[config.mk]
export PLATFORM = sky130hd
export DESIGN_NAME = frp_protect
export DESIGN_NICKNAME = d
export VERILOG_FILES = /design/src/logic/frp_pkg.sv /design/src/logic/frp_protect.sv
export SDC_FILE = /design/constraint.sdc
export NUM_CORES = 1
export LEC_CHECK = 0
export BUFFER_PORTS_ARGS = -buffer_cell sky130_fd_sc_hd__buf_2
export CORE_MARGIN = 1.5
export CORE_UTILIZATION = 25
export CTS_CLUSTER_DIAMETER = 40
export DETAILED_ROUTE_END_ITERATION = 7
export GPL_TIMING_DRIVEN = 0
export PLACE_DENSITY = 0.54
export SLEW_MARGIN = 20
export SYNTH_ARGS = -nofsm -noshare
export SYNTH_HDL_FRONTEND = slang
export SYNTH_SLANG_ARGS = --single-unit
[constraint.sdc]
create_clock -name hclk -period 2.2 [get_ports hclk]
set_input_delay 0.33 -clock hclk [delete_from_list [all_inputs] [get_ports hclk]]
set_output_delay 0.33 -clock hclk [all_outputs]
set_load 0.02 [all_outputs]
[src/logic/frp_pkg.sv]
// Constants, register map and state record for the flash readout
// protection and boot entry block.
// Assumes a 25 MHz bus clock and one AHB-Lite slave select per block.
package frp_pkg;

	// ==========================================================
	// Protection levels
	localparam logic [1:0] prot_open                  = 2'h0;
	localparam logic [1:0] prot_lock_any_downgrade    = 2'h1;
	localparam logic [1:0] prot_lock_loader_downgrade = 2'h2;
	localparam logic [1:0] prot_lock_permanent        = 2'h3;

	// ==========================================================
	// Memory arrays and boot bases
	localparam logic [31:0] MAIN_FLASH_BYTES = 32'h0001_0000;
	localparam logic [31:0] BOOT_MEM_BYTES   = 32'h0000_0800;
	localparam logic [31:0] MAIN_BASE        = 32'h0000_0000;
	localparam logic [31:0] BOOT_BASE        = 32'h0010_0000;
	localparam int          WP_W             = 8;
	localparam int          SECT_W           = 3;

	// ==========================================================
	// Register byte offsets
	localparam logic [7:0] OFS_CTRL     = 8'h00;
	localparam logic [7:0] OFS_LEVEL    = 8'h04;
	localparam logic [7:0] OFS_INT_STAT = 8'h08;
	localparam logic [7:0] OFS_INT_MASK = 8'h0C;

	// Status register fields
	localparam int LVL_LO      = 0;
	localparam int LVL_BUSY    = 2;
	localparam int LVL_LOADER  = 3;
	localparam int LVL_BOOTED  = 4;

	// Interrupt bits
	localparam int INT_W          = 5;
	localparam int INT_PARITY     = 0;
	localparam int INT_REJECT     = 1;
	localparam int INT_RD_BLOCK   = 2;
	localparam int INT_WR_BLOCK   = 3;
	localparam int INT_ERASE_DONE = 4;

	// Reset values
	localparam logic [WP_W-1:0]  WP_RST   = 8'h00;
	localparam logic [INT_W-1:0] MASK_RST = 5'h00;

	// ==========================================================
	// Timing of the loader entry square wave
	localparam int CLK_KHZ        = 25000;
	localparam int SQW_FREQ_KHZ   = 50;
	localparam int SQW_WINDOW_US  = 5000;
	localparam int SQW_HALF_CYC   = CLK_KHZ / (2 * SQW_FREQ_KHZ);
	localparam int SQW_WINDOW_CYC = SQW_WINDOW_US * CLK_KHZ / 1000;
	localparam int TOG_MIN_DEF    = 16;
	localparam int WIN_W          = 20;
	localparam int GAP_W          = 10;
	localparam int TOG_W          = 8;

	// ==========================================================
	// State record
	typedef enum logic [1:0] {
		BOOT_LOAD,
		BOOT_WINDOW,
		BOOT_MAIN,
		BOOT_LOADER
	} frp_boot_t;

	typedef struct packed {
		frp_boot_t        boot;
		logic [1:0]       level;
		logic [WP_W-1:0]  wp;
		logic [INT_W-1:0] int_stat;
		logic [INT_W-1:0] int_mask;
		logic             erase_busy;
		logic             erase_req;
		logic [WIN_W-1:0] win_cnt;
		logic [GAP_W-1:0] gap_cnt;
		logic [TOG_W-1:0] tog_cnt;
		logic             rx_prev;
		logic             wr_pend;
		logic [7:0]       wr_ofs;
		logic [31:0]      rdata;
		logic             parity_exc;
		logic             opt_wr;
		logic [1:0]       opt_val;
	} frp_state_t;

endpackage

[src/logic/frp_protect.sv]
// Flash readout protection, erase/write protection, SRAM parity check
// and boot source selection, with an AHB-Lite register slave.
// Assumes opt_level is stable from reset release and a flash controller
// that answers mass_erase_req with a mass_erase_done pulse.
`timescale 1ns/1ns
`default_nettype none

// Function
// [RL1] Four protection levels; the level is raised by loader-path commands.
// [RL2] At open level, debug and loader paths may read main flash.
// [RL3] First lock blocks reads; downgrade to open allowed from either path.
// [RL4] Every permitted downgrade erases the whole flash before opening.
// [RL5] Second lock blocks reads; downgrade to open only over loader path.
// [RL6] Permanent lock blocks reads and refuses every downgrade.
// [RL7] Sector erase/write protection comes from a software control register.
// [RL8] SRAM parity generated and checked each access; error raises exception.
// [RL9] Main array 64K and boot array 2K, separate bases.
// [RL10] Exactly two startup sources: main flash or boot loader.
// [RL11] While the loader runs, the serial programming path is enabled.
// [RL12] Host holds reset and drives a 50 kHz square wave on rx.
// [RL13] 5 ms after reset release the loader mode is in force.
// [RL14] Above open level, external reads return nothing, flash unchanged.
// [RL15] Without a square wave after release, boot runs the main program.
module frp_protect
	import frp_pkg::*;
#(
	parameter int WIN_CYC = SQW_WINDOW_CYC,
	parameter int TOG_MIN = TOG_MIN_DEF
) (
	// Clock and reset
	input  wire logic              hclk,
	input  wire logic              hresetn,
	// AHB-Lite slave
	input  wire logic              hsel,
	input  wire logic [31:0]       haddr,
	input  wire logic [1:0]        htrans,
	input  wire logic              hwrite,
	input  wire logic [2:0]        hsize,
	input  wire logic [31:0]       hwdata,
	input  wire logic              hready,
	output logic                   hreadyout,
	output logic                   hresp,
	output logic [31:0]            hrdata,
	// Stored protection level
	input  wire logic [1:0]        opt_level,
	output logic                   opt_level_wr,
	output logic [1:0]             opt_level_val,
	// Level change commands
	input  wire logic              isp_level_cmd,
	input  wire logic [1:0]        isp_level_req,
	input  wire logic              dbg_level_cmd,
	input  wire logic [1:0]        dbg_level_req,
	// External flash reads
	input  wire logic              dbg_rd_req,
	input  wire logic              isp_rd_req,
	output logic                   dbg_rd_grant,
	output logic                   isp_rd_grant,
	// Flash program and erase
	input  wire logic              flash_wr_req,
	input  wire logic [SECT_W-1:0] flash_wr_sector,
	input  wire logic              flash_wr_ext,
	output logic                   flash_wr_grant,
	output logic                   mass_erase_req,
	input  wire logic              mass_erase_done,
	// SRAM parity
	input  wire logic [31:0]       sram_wr_data,
	output logic [3:0]             sram_wr_par,
	input  wire logic              sram_rd_valid,
	input  wire logic [31:0]       sram_rd_data,
	input  wire logic [3:0]        sram_rd_par,
	output logic                   parity_exc,
	// Boot
	input  wire logic              host_serial_rx_pin,
	output logic                   boot_done,
	output logic                   boot_from_loader,
	output logic                   isp_uart_en,
	output logic [31:0]            boot_base,
	// Interrupt
	output logic                   irq
);

	frp_state_t       st;
	frp_state_t       next_st;
	logic [3:0]       lane_err;
	logic             par_err;
	logic             rd_open;
	logic             in_loader;
	logic             loaded;
	logic             isp_ok;
	logic             rx_edge;
	logic             acc;
	logic [INT_W-1:0] ev;
	logic [INT_W-1:0] clr;

	// ==========================================================
	// SRAM parity, one bit per byte lane
	for (genvar i = 0; i < 4; i++) begin : g_lane
		assign sram_wr_par[i] = ^sram_wr_data[8*i +: 8]; // RL8
		assign lane_err[i]    = sram_rd_valid &
			(^sram_rd_data[8*i +: 8] ^ sram_rd_par[i]); // RL8
	end
	assign par_err = |lane_err;

	// ==========================================================
	// Gates
	assign loaded    = (st.boot != BOOT_LOAD);
	assign in_loader = (st.boot == BOOT_LOADER);
	// Reads stay shut until the stored level is known
	assign rd_open   = loaded && !st.erase_busy && (st.level == prot_open);
	assign isp_ok    = isp_level_cmd && in_loader;
	assign rx_edge   = host_serial_rx_pin ^ st.rx_prev;
	assign acc       = hsel && hready && htrans[1];

	assign dbg_rd_grant = dbg_rd_req && rd_open; // RL2
	assign isp_rd_grant = isp_rd_req && rd_open && in_loader; // RL14
	assign flash_wr_grant = flash_wr_req && loaded && !st.erase_busy &&
		!st.wp[flash_wr_sector] && (!flash_wr_ext || rd_open); // RL7

	// ==========================================================
	// Next state
	always_comb begin
		next_st           = st;
		next_st.erase_req = 1'b0;
		next_st.opt_wr    = 1'b0;
		next_st.parity_exc = par_err; // RL8
		next_st.rx_prev   = host_serial_rx_pin;
		ev  = '0;
		clr = '0;
		ev[INT_PARITY]   = par_err;
		ev[INT_RD_BLOCK] = (dbg_rd_req && !rd_open) ||
			(isp_rd_req && in_loader && !rd_open); // RL14
		ev[INT_WR_BLOCK] = flash_wr_req && !flash_wr_grant;

		case (st.boot)
			BOOT_LOAD: begin
				next_st.level   = opt_level;
				next_st.boot    = BOOT_WINDOW;
				next_st.win_cnt = '0;
				next_st.gap_cnt = '0;
				next_st.tog_cnt = '0;
			end
			BOOT_WINDOW: begin
				next_st.win_cnt = st.win_cnt + 1'b1;
				if (st.gap_cnt != '1) begin
					next_st.gap_cnt = st.gap_cnt + 1'b1;
				end
				// Edges only count when spaced like the 50 kHz wave
				if (rx_edge) begin // RL12
					next_st.gap_cnt = '0;
					if (st.gap_cnt >= GAP_W'(SQW_HALF_CYC / 2) &&
						st.gap_cnt <= GAP_W'(SQW_HALF_CYC * 2)) begin
						if (st.tog_cnt != '1) begin
							next_st.tog_cnt = st.tog_cnt + 1'b1;
						end
					end else begin
						next_st.tog_cnt = '0;
					end
				end
				if (st.win_cnt == WIN_W'(WIN_CYC - 2)) begin // RL13
					if (st.tog_cnt >= TOG_W'(TOG_MIN)) begin
						next_st.boot = BOOT_LOADER; // RL10
					end else begin
						next_st.boot = BOOT_MAIN; // RL15
					end
				end
			end
			BOOT_MAIN, BOOT_LOADER: begin
				next_st.boot = st.boot;
			end
			default: begin
				next_st.boot = BOOT_LOAD;
			end
		endcase

		// Level commands; loader path wins when both arrive together
		if (isp_ok) begin
			if (!loaded || st.erase_busy) begin
				ev[INT_REJECT] = 1'b1;
			end else if (isp_level_req > st.level) begin
				next_st.level   = isp_level_req; // RL1
				next_st.opt_wr  = 1'b1;
				next_st.opt_val = isp_level_req;
			end else if (isp_level_req == prot_open &&
				(st.level == prot_lock_any_downgrade ||
				st.level == prot_lock_loader_downgrade)) begin // RL5
				next_st.erase_busy = 1'b1; // RL4
				next_st.erase_req  = 1'b1;
			end else if (isp_level_req != st.level) begin
				ev[INT_REJECT] = 1'b1; // RL6
			end
		end
		if (dbg_level_cmd) begin
			if (!isp_ok && loaded && !st.erase_busy &&
				dbg_level_req == prot_open &&
				st.level == prot_lock_any_downgrade) begin // RL3
				next_st.erase_busy = 1'b1; // RL4
				next_st.erase_req  = 1'b1;
			end else if (isp_ok || dbg_level_req != st.level ||
				st.erase_busy) begin
				ev[INT_REJECT] = 1'b1; // RL5
			end
		end

		// Level opens only once the whole array is blank
		if (st.erase_busy && mass_erase_done) begin
			next_st.erase_busy = 1'b0;
			next_st.level      = prot_open; // RL4
			next_st.opt_wr     = 1'b1;
			next_st.opt_val    = prot_open;
			ev[INT_ERASE_DONE] = 1'b1;
		end

		// Bus data phase write
		if (st.wr_pend) begin
			case (st.wr_ofs)
				OFS_CTRL:     next_st.wp = hwdata[WP_W-1:0]; // RL7
				OFS_INT_MASK: next_st.int_mask = hwdata[INT_W-1:0];
				OFS_INT_STAT: clr = hwdata[INT_W-1:0];
				default:      clr = '0;
			endcase
		end
		// Set wins over a write-one clear in the same cycle
		next_st.int_stat = (st.int_stat & ~clr) | ev;

		// Bus address phase; read data captured here for zero wait
		next_st.wr_pend = acc && hwrite;
		next_st.wr_ofs  = haddr[7:0];
		if (acc && !hwrite) begin
			case (haddr[7:0])
				OFS_CTRL:     next_st.rdata = {24'h000000, st.wp};
				OFS_LEVEL:    next_st.rdata = {27'h0000000,
					(st.boot == BOOT_MAIN) || in_loader, in_loader,
					st.erase_busy, st.level};
				OFS_INT_STAT: next_st.rdata = {27'h0000000, st.int_stat};
				OFS_INT_MASK: next_st.rdata = {27'h0000000, st.int_mask};
				default:      next_st.rdata = 32'h0000_0000;
			endcase
		end
	end

	// ==========================================================
	// State register; level resets to the safest value until loaded
	always_ff @(posedge hclk or negedge hresetn) begin
		if (!hresetn) begin
			st            <= '0;
			st.boot       <= BOOT_LOAD;
			st.level      <= prot_lock_permanent;
			st.wp         <= WP_RST;
			st.int_mask   <= MASK_RST;
			// Rx idles high; avoids a false edge right after release
			st.rx_prev    <= 1'b1;
		end else begin
			st <= next_st;
		end
	end

	// ==========================================================
	// Outputs
	assign hreadyout        = 1'b1;
	assign hresp            = 1'b0;
	assign hrdata           = st.rdata;
	assign opt_level_wr     = st.opt_wr;
	assign opt_level_val    = st.opt_val;
	assign mass_erase_req   = st.erase_req;
	assign parity_exc       = st.parity_exc;
	assign boot_done        = (st.boot == BOOT_MAIN) || in_loader;
	assign boot_from_loader = in_loader;
	assign isp_uart_en      = in_loader; // RL11
	assign boot_base        = in_loader ? BOOT_BASE : MAIN_BASE; // RL9
	assign irq              = |(st.int_stat & st.int_mask);

	// ==========================================================
	// Checks
	logic [WIN_W-1:0] age;

	always_ff @(posedge hclk or negedge hresetn) begin
		if (!hresetn) begin
			age <= '0;
		end else if (age != '1) begin
			age <= age + 1'b1;
		end
	end
endmodule

`default_nettype wire

==> results of run 1 <==
[registers in the layout, indices dropped and copies added, names as in the netlist]
name            cells
hrdata              8
opt_level_val       2
st                 71
opt_level_wr        1
parity_exc          1
mass_erase_req      1
[cells in the final DEF, fill, tap and decap left out, types with 5 or more instances in the layout]
cell type	n
sky130_fd_sc_hd__nand3_1	18
sky130_fd_sc_hd__clkbuf_1	5
sky130_fd_sc_hd__inv_1	17
sky130_fd_sc_hd__or3_1	7
sky130_fd_sc_hd__clkbuf_16	9
sky130_fd_sc_hd__conb_1	57
sky130_fd_sc_hd__or4_1	12
sky130_fd_sc_hd__xor2_1	20
sky130_fd_sc_hd__mux2_2	15
sky130_fd_sc_hd__o31ai_1	10
sky130_fd_sc_hd__xnor2_1	50
sky130_fd_sc_hd__buf_4	78
sky130_fd_sc_hd__a22o_1	9
sky130_fd_sc_hd__nand4_1	5
sky130_fd_sc_hd__ha_1	12
sky130_fd_sc_hd__dfrtp_1	81
sky130_fd_sc_hd__o21ai_0	14
sky130_fd_sc_hd__a21oi_1	16
sky130_fd_sc_hd__buf_2	133
sky130_fd_sc_hd__nand2_1	29
sky130_fd_sc_hd__and3_1	7
sky130_fd_sc_hd__nor3_1	7
sky130_fd_sc_hd__mux4_2	7
sky130_fd_sc_hd__mux2i_1	6
sky130_fd_sc_hd__nor2_1	32
[final timing paths]
kind | end | slack, ns | cells after the start
max | st[53] | 0.05 | 8
min | st[52] | -0.006 | 1
max reg2reg | st[53] | 0.05 | 8
min reg2reg | hrdata[7] | 0.51 | 1
max in group asynchronous | st[66] | 1.57 | 2
min in group hclk | st[42] | 0.10 | 1
[repair_timing]
item,in CTS,in global routing
pin swaps,1,4
buffers inserted,0,8
setup endpoints to repair,4,25
resized for setup,9,13
[critical path, cell delays in order (launching register included)]
cell and delay [ns]:
sky130_fd_sc_hd__dfrtp_1 0.41, sky130_fd_sc_hd__inv_2 0.06, sky130_fd_sc_hd__ha_1 0.18, sky130_fd_sc_hd__or2b_1 0.25, sky130_fd_sc_hd__a211oi_4 0.33, sky130_fd_sc_hd__nor4_4 0.09
sky130_fd_sc_hd__buf_6 0.15, sky130_fd_sc_hd__or4_1 0.48, sky130_fd_sc_hd__a21oi_2 0.14
[layout make-up]
cell class	instances	area share [%]
clock buffers	12	3.79
diodes	1	0.0356
multi-input cells	393	40.6
clock inverters	4	0.784
plain buffers	80	8.35
repair buffers	141	10.6
flip-flops and latches	84	30.0
inverters	19	1.02
well taps	275	4.90
[logic make-up (layout without fill, tap and decap cells)]
kind of cell,count (synthesis),after routing,share of synthesized area [%]
DFF,84,84,39.6
other,2,58,0.141
AOI/OAI and AO/OA,70,70,9.08
and+or+nand+nor,151,151,15.6
adders and majority gates,12,12,2.82
xor gates and xnor gates,75,75,13.4
muxes,28,28,7.27
buffers and inverters,100,256,12.1
[metrics by stage]
| stage | setup TNS, ns | power (W) | hold WS (ns) | setup slack [ns] | utilization [%] |
|---|---|---|---|---|---|
| 2_1_floorplan | 0 | 0.00227 | 0.0344 | 0.153 | - |
| 3_3_place_gp | -0.427 | 0.00255 | 0.452 | -0.326 | 31.2 |
| 3_5_place_dp | -0.369 | 0.00256 | 0.385 | -0.330 | 31.3 |
| 4_1_cts | 0 | 0.00420 | 0.0114 | 0.0101 | 32.9 |
| 5_1_grt | -0.0910 | 0.00439 | 0.0293 | -0.0754 | 33.5 |
| 6_report | 0 | 0.00419 | -0.00633 | 0.0463 | 33.5 |
[routing by layer]
layer / global-route usage (%) / up-vias / share of wire (%)
met4: 2.67 / 0 / 0.90
met5: 0 / - / 0
met3: 3.55 / 9 / 6.5
met1: 13.7 / 1969 / 43
li1: - / 2124 / -
met2: 18.7 / 110 / 49
[power groups by stage]
stage | logic [W] | registers [W] | clock network [W]
3_3_place_gp | 0.000873 | 0.00168 | 0
6_report | 0.000928 | 0.00164 | 0.00162
3_5_place_dp | 0.000881 | 0.00168 | 0
2_1_floorplan | 0.000604 | 0.00166 | 0
5_1_grt | 0.00103 | 0.00164 | 0.00172
4_1_cts | 0.000884 | 0.00165 | 0.00167
==> impl_summary.md, run 1 <==
Clock tree
The TritonCTS clock tree is built. The clock edge transition at the registers on the reported setup and hold paths is approximately 0.060 ns. The tree is rooted in a sky130_fd_sc_hd__clkbuf_16. For this design, the sink count on the clock tree is between 80 and 90. The clock insertion delay at the later pin of the skew report is between 0.3 and 0.4 ns. In this run, post-CTS hold repair placed 0 buffers. Counting the buffers created by CTS gives 9. The longest clock path from root to sink contains 2 buffers. The H-tree was split into 3 levels.

Floorplan
The total I/O pin count is around 240. The chip width is ~150 um. The initial utilization of the core area, before any placement, comes to about a quarter.

The region available for standard cell placement spans between 0.02 and 0.025 sq mm. The full die area is about 0.022 sq mm. The die height is around 150 um. The total number of placement rows is 53.

Pwr
Dividing total power by cell area gives a power density of roughly 600 mW/mm^2. The analysis attributes to cell leakage a power of 3.38 nW. Per report_power, the sequential group accounts for 39.2% of the total. Of the total power, combinational logic draws between 20% and 30%. The internal cell power is 0.00303 W. In this run, the clock network consumes between 30% and 40% of the power.

Net switching is ~28% of the power. Across the VDD grid, the largest voltage drop is roughly 0.32 mV. The switching power total is roughly 0.0012 W.

Placed design
Once placement completed, the tool counted placed cells totaling between 900 and 1,000. The final weighted congestion in routability-driven placement is 0.772. In this run the cell area measured after placement is between 0.006 and 0.007 sq mm. Once detailed placement completed, the half-perimeter wirelength came to about 9600 um. The count of buffers added on input and output ports is approximately 130.

Logic synthesis
The number of enable-type register cells in the synthesized netlist is 0. For this run, the leading register cell type out of synthesis is sky130_fd_sc_hd__dfrtp_1. The dominant cell type by area after synthesis is sky130_fd_sc_hd__dfrtp_1. The top cell type's share of synthesized area is 38.1%.

The most common cell in the netlist is sky130_fd_sc_hd__dfrtp_1. The sequential-to-total area share from yosys stat is roughly 40%. The count of mapped cells out of synthesis is about 520. After synthesis, the cell types taking the most area are sky130_fd_sc_hd__dfrtp_1 (38%), sky130_fd_sc_hd__buf_4 (9.7%), sky130_fd_sc_hd__xnor2_1 (8.2%), sky130_fd_sc_hd__xor2_1 (3.5%), sky130_fd_sc_hd__mux2_2 (3.2%). Each instance of the synthesized netlist takes up on average between 10 and 15 sq um. The number of distinct library cells after synthesis is 56. In the synthesized netlist the async set-or-reset flop fraction comes to 100%. The summed instance area of the synthesized netlist is about 0.0053 sq mm.

The synthesized design contains 84 register bits. By count the netlist is led by sky130_fd_sc_hd__dfrtp_1 (81), sky130_fd_sc_hd__buf_4 (69), sky130_fd_sc_hd__xnor2_1 (50). The count of yosys warnings during synthesis is 0.

Setup path
The worst endpoint required time is between 2 and 2.5 ns. The worst setup path is launched from a flop. STA puts the critical path data arrival time at about 2.4 ns.

The worst setup path category is reg2reg. The critical path endpoint category is a flop. The critical path starts at st[55].

In this run the worst path has a maximum fanout of 10. The worst reg2reg path startpoint is st[55].

Outcome
The run finished, with violations left. The checks that failed: hold timing.

Final layout
The fraction of final layout cells with drive strength greater than 1 is a little under two fifths. Counting the fill cells in the layout gives 2,194. The final standard cell count with taps included and fillers excluded is 1,009. The multi-input combinational cells in the finished layout cover a total of approximately 0.0029 sq mm.

After routing the design area is around 0.0070 sq mm. The number of nets in the layout is 900. From synthesis to final layout, the design area changed by 32.1%. Across the whole layout, storage elements account for about 0.0021 sq mm.

Timing
The setup-violating endpoint count in the final report is 0. The clock tree skew after final layout is around 0.0079 ns. The worst max-slew margin expressed relative to the limit is around three fifths. The top achievable clock speed is roughly 460 MHz.

The final critical path takes up 97.9% of the cycle. The total count of hold-check failures in the final report is 13. The actual transition at the worst max-transition pin is approximately 0.6 ns. The smallest hold slack is -0.00633 ns.

The post-route minimum period is roughly 2.2 ns. Setup repair after global routing could not meet its margin everywhere. The number of pins with negative max-slew slack in the final report is 0.

Min path
The class of the most critical hold timing path is in2async.

GRT
The total global routing overflow is 0. The number of antenna violations at the first check in global routing is 1. The overall track demand over capacity in global routing is 11.1%. The via count of the first global-routing pass is 3,853.

The pin count of the biggest net entering global routing is between 40 and 50. The global-route wire length before repair is 19,300 um.

Route
Dividing the detail-routed wire length by the instance count gives approximately 12 um. The violation count after the first detailed-routing iteration is around 170. The number of routed nets with antenna violations is 0.

The total routed wirelength is around 12,000 um. The number of design rule violations left after detail routing is 0. The detailed router placed 4,212 vias in this run. The ratio of routed vias to standard cells is 4.17.

The detailed-router iteration count before antenna repair is 4.

Flow run
Across the run, the number of max-cap violations was 0.
Power figures use the tool's default switching activity.
==> run 2, diff against run 1 <==
- CTS_BUF_LIST: default -> sky130_fd_sc_hd__clkbuf_4 sky130_fd_sc_hd__clkbuf_8 sky130_fd_sc_hd__clkbuf_16
- CTS_CLUSTER_DIAMETER: 40 -> 150
- GPL_TIMING_DRIVEN: 0 -> default
==> impl_summary.md, run 2 (synthesized netlist as in run 1, its figures left out) <==
Setup path
The biggest cell delay along the critical path is 0.48 ns (about the same). CP Cell Sequence: inv_1 -> ha_1 -> or2b_1 -> a211oi_2 -> nor4_2 -> buf_4 -> or4_4 -> a21oi_2 (was inv_2 -> ha_1 -> or2b_1 -> a211oi_4 -> nor4_4 -> buf_6 -> or4_1 -> a21oi_2). The worst endpoint required time came to 2.47 ns (was 2.48 ns).

The length in cells of the worst reg-to-reg path is 8 (unchanged). The critical path endpoint category is a flop (unchanged). The critical path data arrival time is 2.35 ns (was 2.43 ns). The cell family contributing the most delay on the critical path was simple AND/OR/NAND/NOR gates (unchanged).

The cell type of the slowest stage on the worst timing path is sky130_fd_sc_hd__or4_4 (was sky130_fd_sc_hd__or4_1). The capturing point of the worst reg2reg path is st[52] (was st[53]). The worst setup path category is reg2reg (unchanged).

The nature of the critical path startpoint is a flop (unchanged). The worst reg2reg path startpoint is st[54] (was st[55]). The worst setup slack for register-to-register paths was 0.12 ns (was 0.05 ns). The biggest fanout along the worst timing path is 8 (was 10). The sum of buffers and inverters on the critical path is 2 (unchanged).

GRT
The via count of the first global-routing pass came to 3,727 (was 3,853). The number of antenna violations at the first check in global routing came to 0 (was 1). The overall track demand over capacity in global routing came to 11.0% (was 11.1%). The pin count of the biggest net entering global routing came to 35 (was 45).

The met1 layer usage reported by global route is 14.2% (was 13.7%). The met2 routing resource usage after global routing is 17.6% (was 18.7%). The routing layer with the top usage in global route is met2 (unchanged). The routing usage on met3 is 3.39% (was 3.55%).

The global-route wire length before repair is 19,100 um (was 19,300 um). The total global routing overflow came to 0 (unchanged).

Route
The routed wirelength normalized by instance count came to 12.6 um (was 12.2 um). The detailed-router iteration count before antenna repair is 5 (was 4). The total routed wirelength is 11,900 um (was 12,300 um). The violation count after the first detailed-routing iteration was 118 (was 167). The number of design rule violations left after detail routing was 0 (unchanged). The ratio of routed vias to standard cells is 4.26 (was 4.17). The number of routed nets with antenna violations came to 0 (unchanged). The count of vias placed by the detailed router is 4,020 (was 4,212).

Timing
The setup-violating endpoint count in the final report is 0 (unchanged). The number of pins with negative max-slew slack in the final report is 0 (unchanged). The top achievable clock speed is 482 MHz (was 464 MHz). The post-route minimum period is 2.08 ns (was 2.15 ns). The portion of the clock cycle consumed by the worst path in the final layout came to 94.3% (was 97.9%). The clock tree skew after final layout is 0.00536 ns (was 0.00795 ns). The sum of negative setup slack is 0 ns (unchanged). The smallest hold slack is 0.0989 ns (was -0.00633 ns). The total count of hold-check failures in the final report is 0 (was 13).

Pwr
The total power density per cell area is 622 mW/mm^2 (was 596 mW/mm^2). The peak ir drop on the vdd network is 0.323 mV (was 0.316 mV). The static leakage is 3.01 nW (was 3.38 nW). The total power of the final layout is 0.00402 W (was 0.00419 W).

Clock tree
The clock insertion delay at the later pin of the skew report is 0.34 ns (was 0.35 ns). The H-tree level count is 3 (unchanged). The clock edge transition at the registers on the reported setup and hold paths is 0.06 ns (about the same). The number of buffers inserted during clock tree synthesis is 9 (unchanged). The TritonCTS clock tree is built (unchanged). The cell at the root of the clock tree is sky130_fd_sc_hd__clkbuf_16 (unchanged). The largest buffer count on any clock path is 2 (unchanged). The CTS sink count came to 84 (unchanged).

Floorplan
The die height came to 149 um (unchanged). The core area was 0.0210 sq mm (unchanged). The initial core utilization came to 25.4% (unchanged). The chip width was 149 um (unchanged). The total I/O pin count is 242 (unchanged). The total number of placement rows is 53 (unchanged). The full die area is 0.0221 sq mm (unchanged).

Min path
The startpoint identified for the worst hold timing path is haddr[1]. For hold timing, the worst endpoint is st[37]. The class of the most critical hold timing path is in2reg (was in2async). Counting instances, the worst hold path has a depth of 1.

Final layout
The antenna diode count is 0 (was 1). Commonest cells after routing, fill and taps aside: sky130_fd_sc_hd__buf_2 (131), sky130_fd_sc_hd__dfrtp_1 (81), sky130_fd_sc_hd__conb_1 (57) (was sky130_fd_sc_hd__buf_2 (133), sky130_fd_sc_hd__dfrtp_1 (81), sky130_fd_sc_hd__buf_4 (78)). The number of nets in the layout is 835 (was 900). The commonest non-fill, non-tap cell in the layout was sky130_fd_sc_hd__buf_2 (unchanged).

The area overhead of the layout relative to synthesis is 21.4% (was 32.1%). The final standard cell count with taps included and fillers excluded is 943 (was 1,009). The register containing the most flip-flops in the final layout was st (unchanged). The fraction of final layout cells with drive strength greater than 1 came to 31.4% (was 37.5%). The number of flip-flops in the largest register is 71 (unchanged).

Placed design
The half-perimeter wire length after placement is 9370 um (was 9590 um). The number of cells in the design after placement came to 925 (was 985). The final weighted congestion in routability-driven placement is 0.762 (was 0.772). The count of input and output buffers is 132 (unchanged).

Outcome
Status: complete, no violations (was finished, violations left).

Flow run
The number of max-cap violations is 0 (unchanged).
[run 2: cell count changes in the layout (fill, tap and decap cells not counted), moves of 2 or more]
cell and change:
sky130_fd_sc_hd__buf_4 -54, sky130_fd_sc_hd__clkbuf_1 -5, sky130_fd_sc_hd__clkbuf_8 -4, sky130_fd_sc_hd__a21oi_1 +2, sky130_fd_sc_hd__a21oi_2 -2, sky130_fd_sc_hd__buf_2 -2
sky130_fd_sc_hd__clkinvlp_4 +2, sky130_fd_sc_hd__nor4_1 +2
[run 2: worst max-delay path by stage]
stage	from	end	slack [ns]	depth (start not counted)
after floorplan	st[54]	st[53]	0.15	8
after global placement	st[54]	st[52]	0.11	8
after detailed placement	st[54]	st[53]	0.07	8
after CTS	st[104]	isp_rd_grant	0.04	6
after global routing	st[54]	st[52]	-0.01	8
final	st[54]	st[52]	0.12	8
[run 2: power breakdown]
part | switching, W | internal (W)
clock | 0.000642 | 0.000909
combinational | 0.000455 | 0.000366
sequential | 0.0000442 | 0.00160
[run 2: layout make-up]
| class | instances | area (sq um) |
|---|---|---|
| clock buffers | 11 | 240 |
| clock inverters | 5 | 61.3 |
| fillers | 2240 | 14500 |
| inverters | 19 | 71.3 |
| multi-input cells | 393 | 2790 |
| flip-flops and latches | 84 | 2110 |
| well taps | 275 | 344 |
| repair buffers | 156 | 846 |
[run 2: timing repair]
| action | in CTS | in global routing |
|---|---|---|
| resized for setup | 0 | 6 |
| setup buffers | 0 | 1 |
| setup endpoints to repair | 0 | 5 |
| endpoints found under the hold margin | 30 | 0 |
| hold buffers | 1 | 0 |
[run 2: through the flow]
step	utilization [%]	setup slack, ns	area (sq um)
after floorplan	-	0.153	5520
after global placement	29.2	0.109	6120
after detailed placement	29.2	0.0745	6120
after CTS	30.7	0.0404	6430
after global routing	30.8	-0.0146	6450
final	30.8	0.124	6450
[run 2: worst reg2reg max path, stage by stage (launching register included)]
cell,delay (ns)
sky130_fd_sc_hd__dfrtp_1,0.37
sky130_fd_sc_hd__inv_1,0.08
sky130_fd_sc_hd__ha_1,0.20
sky130_fd_sc_hd__or2b_1,0.23
sky130_fd_sc_hd__a211oi_2,0.25
sky130_fd_sc_hd__nor4_2,0.08
sky130_fd_sc_hd__buf_4,0.17
sky130_fd_sc_hd__or4_4,0.48
sky130_fd_sc_hd__a21oi_2,0.14
[run 2: metal layers]
metal,wire (um),part of all wire [%],vias up
li1,-,-,1991
met1,5450,46,1899
met2,5510,46,114
met3,658,5.5,16
met4,232,2.0,0
met5,0,0,-
==> run 3, diff against run 2 <==
- CTS_CLUSTER_DIAMETER: 150 -> 40
- PLACE_DENSITY: 0.54 -> 0.47
==> impl_summary.md, run 3 (synthesized netlist as in run 1, its figures left out) <==
Final layout
The register containing the most flip-flops in the final layout is st (unchanged). The fraction of final layout cells with drive strength greater than 1 was 31.4% (about the same). The number of nets in the layout was 833 (was 835).

The number of flip-flops in the largest register came to 71 (unchanged). The antenna diode count was 0 (unchanged). The area overhead of the layout relative to synthesis is 22.0% (was 21.4%).

The commonest non-fill, non-tap cell in the layout is sky130_fd_sc_hd__buf_2 (unchanged). The final standard cell count with taps included and fillers excluded is 941 (was 943). Commonest cells after routing, fill and taps aside: sky130_fd_sc_hd__buf_2 (131), sky130_fd_sc_hd__dfrtp_1 (81), sky130_fd_sc_hd__conb_1 (57) (unchanged).

Timing
The actual transition at the worst max-transition pin is between 0.6 and 0.7 ns. The worst path setup slack after routing is 0.0974 ns (was 0.124 ns). The worst pin sits at a relative slew slack of between 50 and 60%.

The total count of hold-check failures in the final report is 0 (unchanged). The clock tree skew after final layout is 0.00961 ns (was 0.00536 ns). The portion of the clock cycle consumed by the worst path in the final layout is 95.6% (was 94.3%). Setup repair after global routing could not meet its margin everywhere. The number of pins with negative max-slew slack in the final report is 0 (unchanged). The smallest hold slack is 0.0953 ns (was 0.0989 ns). The post-route minimum period is 2.10 ns (was 2.08 ns). The top achievable clock speed is 476 MHz (was 482 MHz).

The setup-violating endpoint count in the final report is 0 (unchanged).

Setup path
The critical path endpoint category is an output pin (was flop). The length in cells of the worst reg-to-reg path is 7 (was 8). The worst endpoint required time is 1.87 ns (was 2.47 ns). The nature of the critical path startpoint is a flop (unchanged). The critical path data arrival time is 1.77 ns (was 2.35 ns).

The biggest fanout along the worst timing path is 12 (was 8). The worst setup path category is reg2out (was reg2reg).

Floorplan
The full die area was 0.0221 sq mm (unchanged). The chip width was 149 um (unchanged). The initial core utilization is 25.4% (unchanged). The total I/O pin count was 242 (unchanged). The total number of placement rows is 53 (unchanged).

The die height was 149 um (unchanged). The core area was 0.0210 sq mm (unchanged).

Route
The number of design rule violations left after detail routing was 0 (unchanged). The detailed-router iteration count before antenna repair is 4 (was 5). The number of routed nets with antenna violations was 0 (unchanged). The ratio of routed vias to standard cells is 4.27 (was 4.26). The count of vias placed by the detailed router is 4,014 (was 4,020).

The routed wirelength normalized by instance count is 12.4 um (was 12.6 um). The total routed wirelength is 11,700 um (was 11,900 um). The violation count after the first detailed-routing iteration is 139 (was 118).

Min path
The class of the most critical hold timing path is in2reg (unchanged). The cell count of the worst hold path came to 1 (unchanged).

Placed design
The number of cells in the design after placement is 922 (was 925). The final weighted congestion in routability-driven placement came to 0.733 (was 0.762). The post-placement setup slack was 0.0478 ns (was 0.0745 ns). The half-perimeter wire length after placement is 8980 um (was 9370 um). The count of input and output buffers is 132 (unchanged).

Clock tree
The H-tree level count is 3 (unchanged). The number of buffers inserted during clock tree synthesis was 9 (unchanged). The clock edge transition at the registers on the reported setup and hold paths is 0.07 ns (was 0.06 ns). The largest buffer count on any clock path is 2 (unchanged). The cell at the root of the clock tree was sky130_fd_sc_hd__clkbuf_16 (unchanged).

The TritonCTS clock tree is built (unchanged). The clock insertion delay at the later pin of the skew report came to 0.36 ns (was 0.34 ns). The CTS sink count is 84 (unchanged).

GRT
The number of antenna violations at the first check in global routing came to 0 (unchanged). The pin count of the biggest net entering global routing is 45 (was 35). The via count of the first global-routing pass is 3,864 (was 3,727). The overall track demand over capacity in global routing was 10.7% (was 11.0%). The global-route wire length before repair is 18,700 um (was 19,100 um).

The total global routing overflow is 0 (unchanged).

Pwr
The peak ir drop on the vdd network is 0.342 mV (was 0.323 mV). The total power density per cell area is 613 mW/mm^2 (was 622 mW/mm^2). The static leakage is 3.02 nW (was 3.01 nW). The total power of the final layout came to 0.00397 W (was 0.00402 W).

Outcome
Status: complete, no violations (unchanged).

Flow run
The number of max-cap violations is 0 (unchanged).
## run 3: changes by cell type in the layout (fill, tap and decap cells not counted), sizes merged
cell	delta
clkinv	+1
clkinvlp	-2
clkdlybuf4s15	+1
clkbuf	-2
bufinv	-1
inv	+4
buf	-3
## run 3: area by class of cell
class                      count  area (sq um)
clock inverter                 7          65.1
sequential                    84          2110
tap                          275           344
fill                        2239         14500
clock buffer                   9           225
multi-input combinational    393          2810
inverter                      19          71.3
timing repair buffer         154           863
## run 3: per-layer routing
metal	vias to the layer above	GRT usage [%]	share of wire, %
li1	1986	-	-
met2	146	17.7	46
met4	0	3.42	1.3
met5	-	0	0
met3	10	3.21	7.5
met1	1872	13.4	45
## run 3: critical path: stages, from the launching register on
cell and delay [ns]:
sky130_fd_sc_hd__dfrtp_1 0.57, sky130_fd_sc_hd__buf_4 0.22, sky130_fd_sc_hd__and2_1 0.27, sky130_fd_sc_hd__and3_1 0.21
sky130_fd_sc_hd__buf_2 0.16
## run 3: final timing paths
path                       startpoint            to  slack, ns
max reg2reg                    st[54]        st[50]        0.1
max                           st[107]  isp_rd_grant        0.1
min reg2reg                 hrdata[5]     hrdata[5]       0.50
min in group asynchronous     hresetn        st[41]       0.54
max in group asynchronous     hresetn       st[104]       1.07
min                          haddr[4]        st[40]        0.1
## run 3: power by group
group	internal (W)	switching (W)
combinational	0.000368	0.000449
clock	0.000796	0.000715
sequential	0.00160	0.0000461
total	0.00276	0.00121
## run 3: metrics by stage
stage	area [sq um]	setup TNS, ns	util [%]
after CTS	6420	0	30.7
after detailed placement	6120	0	29.2
final	6480	0	30.9
after global placement	6120	0	29.2
after floorplan	5520	0	-
after global routing	6480	-0.0209	30.9
## run 3: timing repair
action / CTS / global route
hold buffers: 1 / 0
setup buffers: 0 / 1
hold endpoints to repair: 4 / 0
endpoints found under the setup margin: 0 / 7
gates resized for setup: 0 / 9
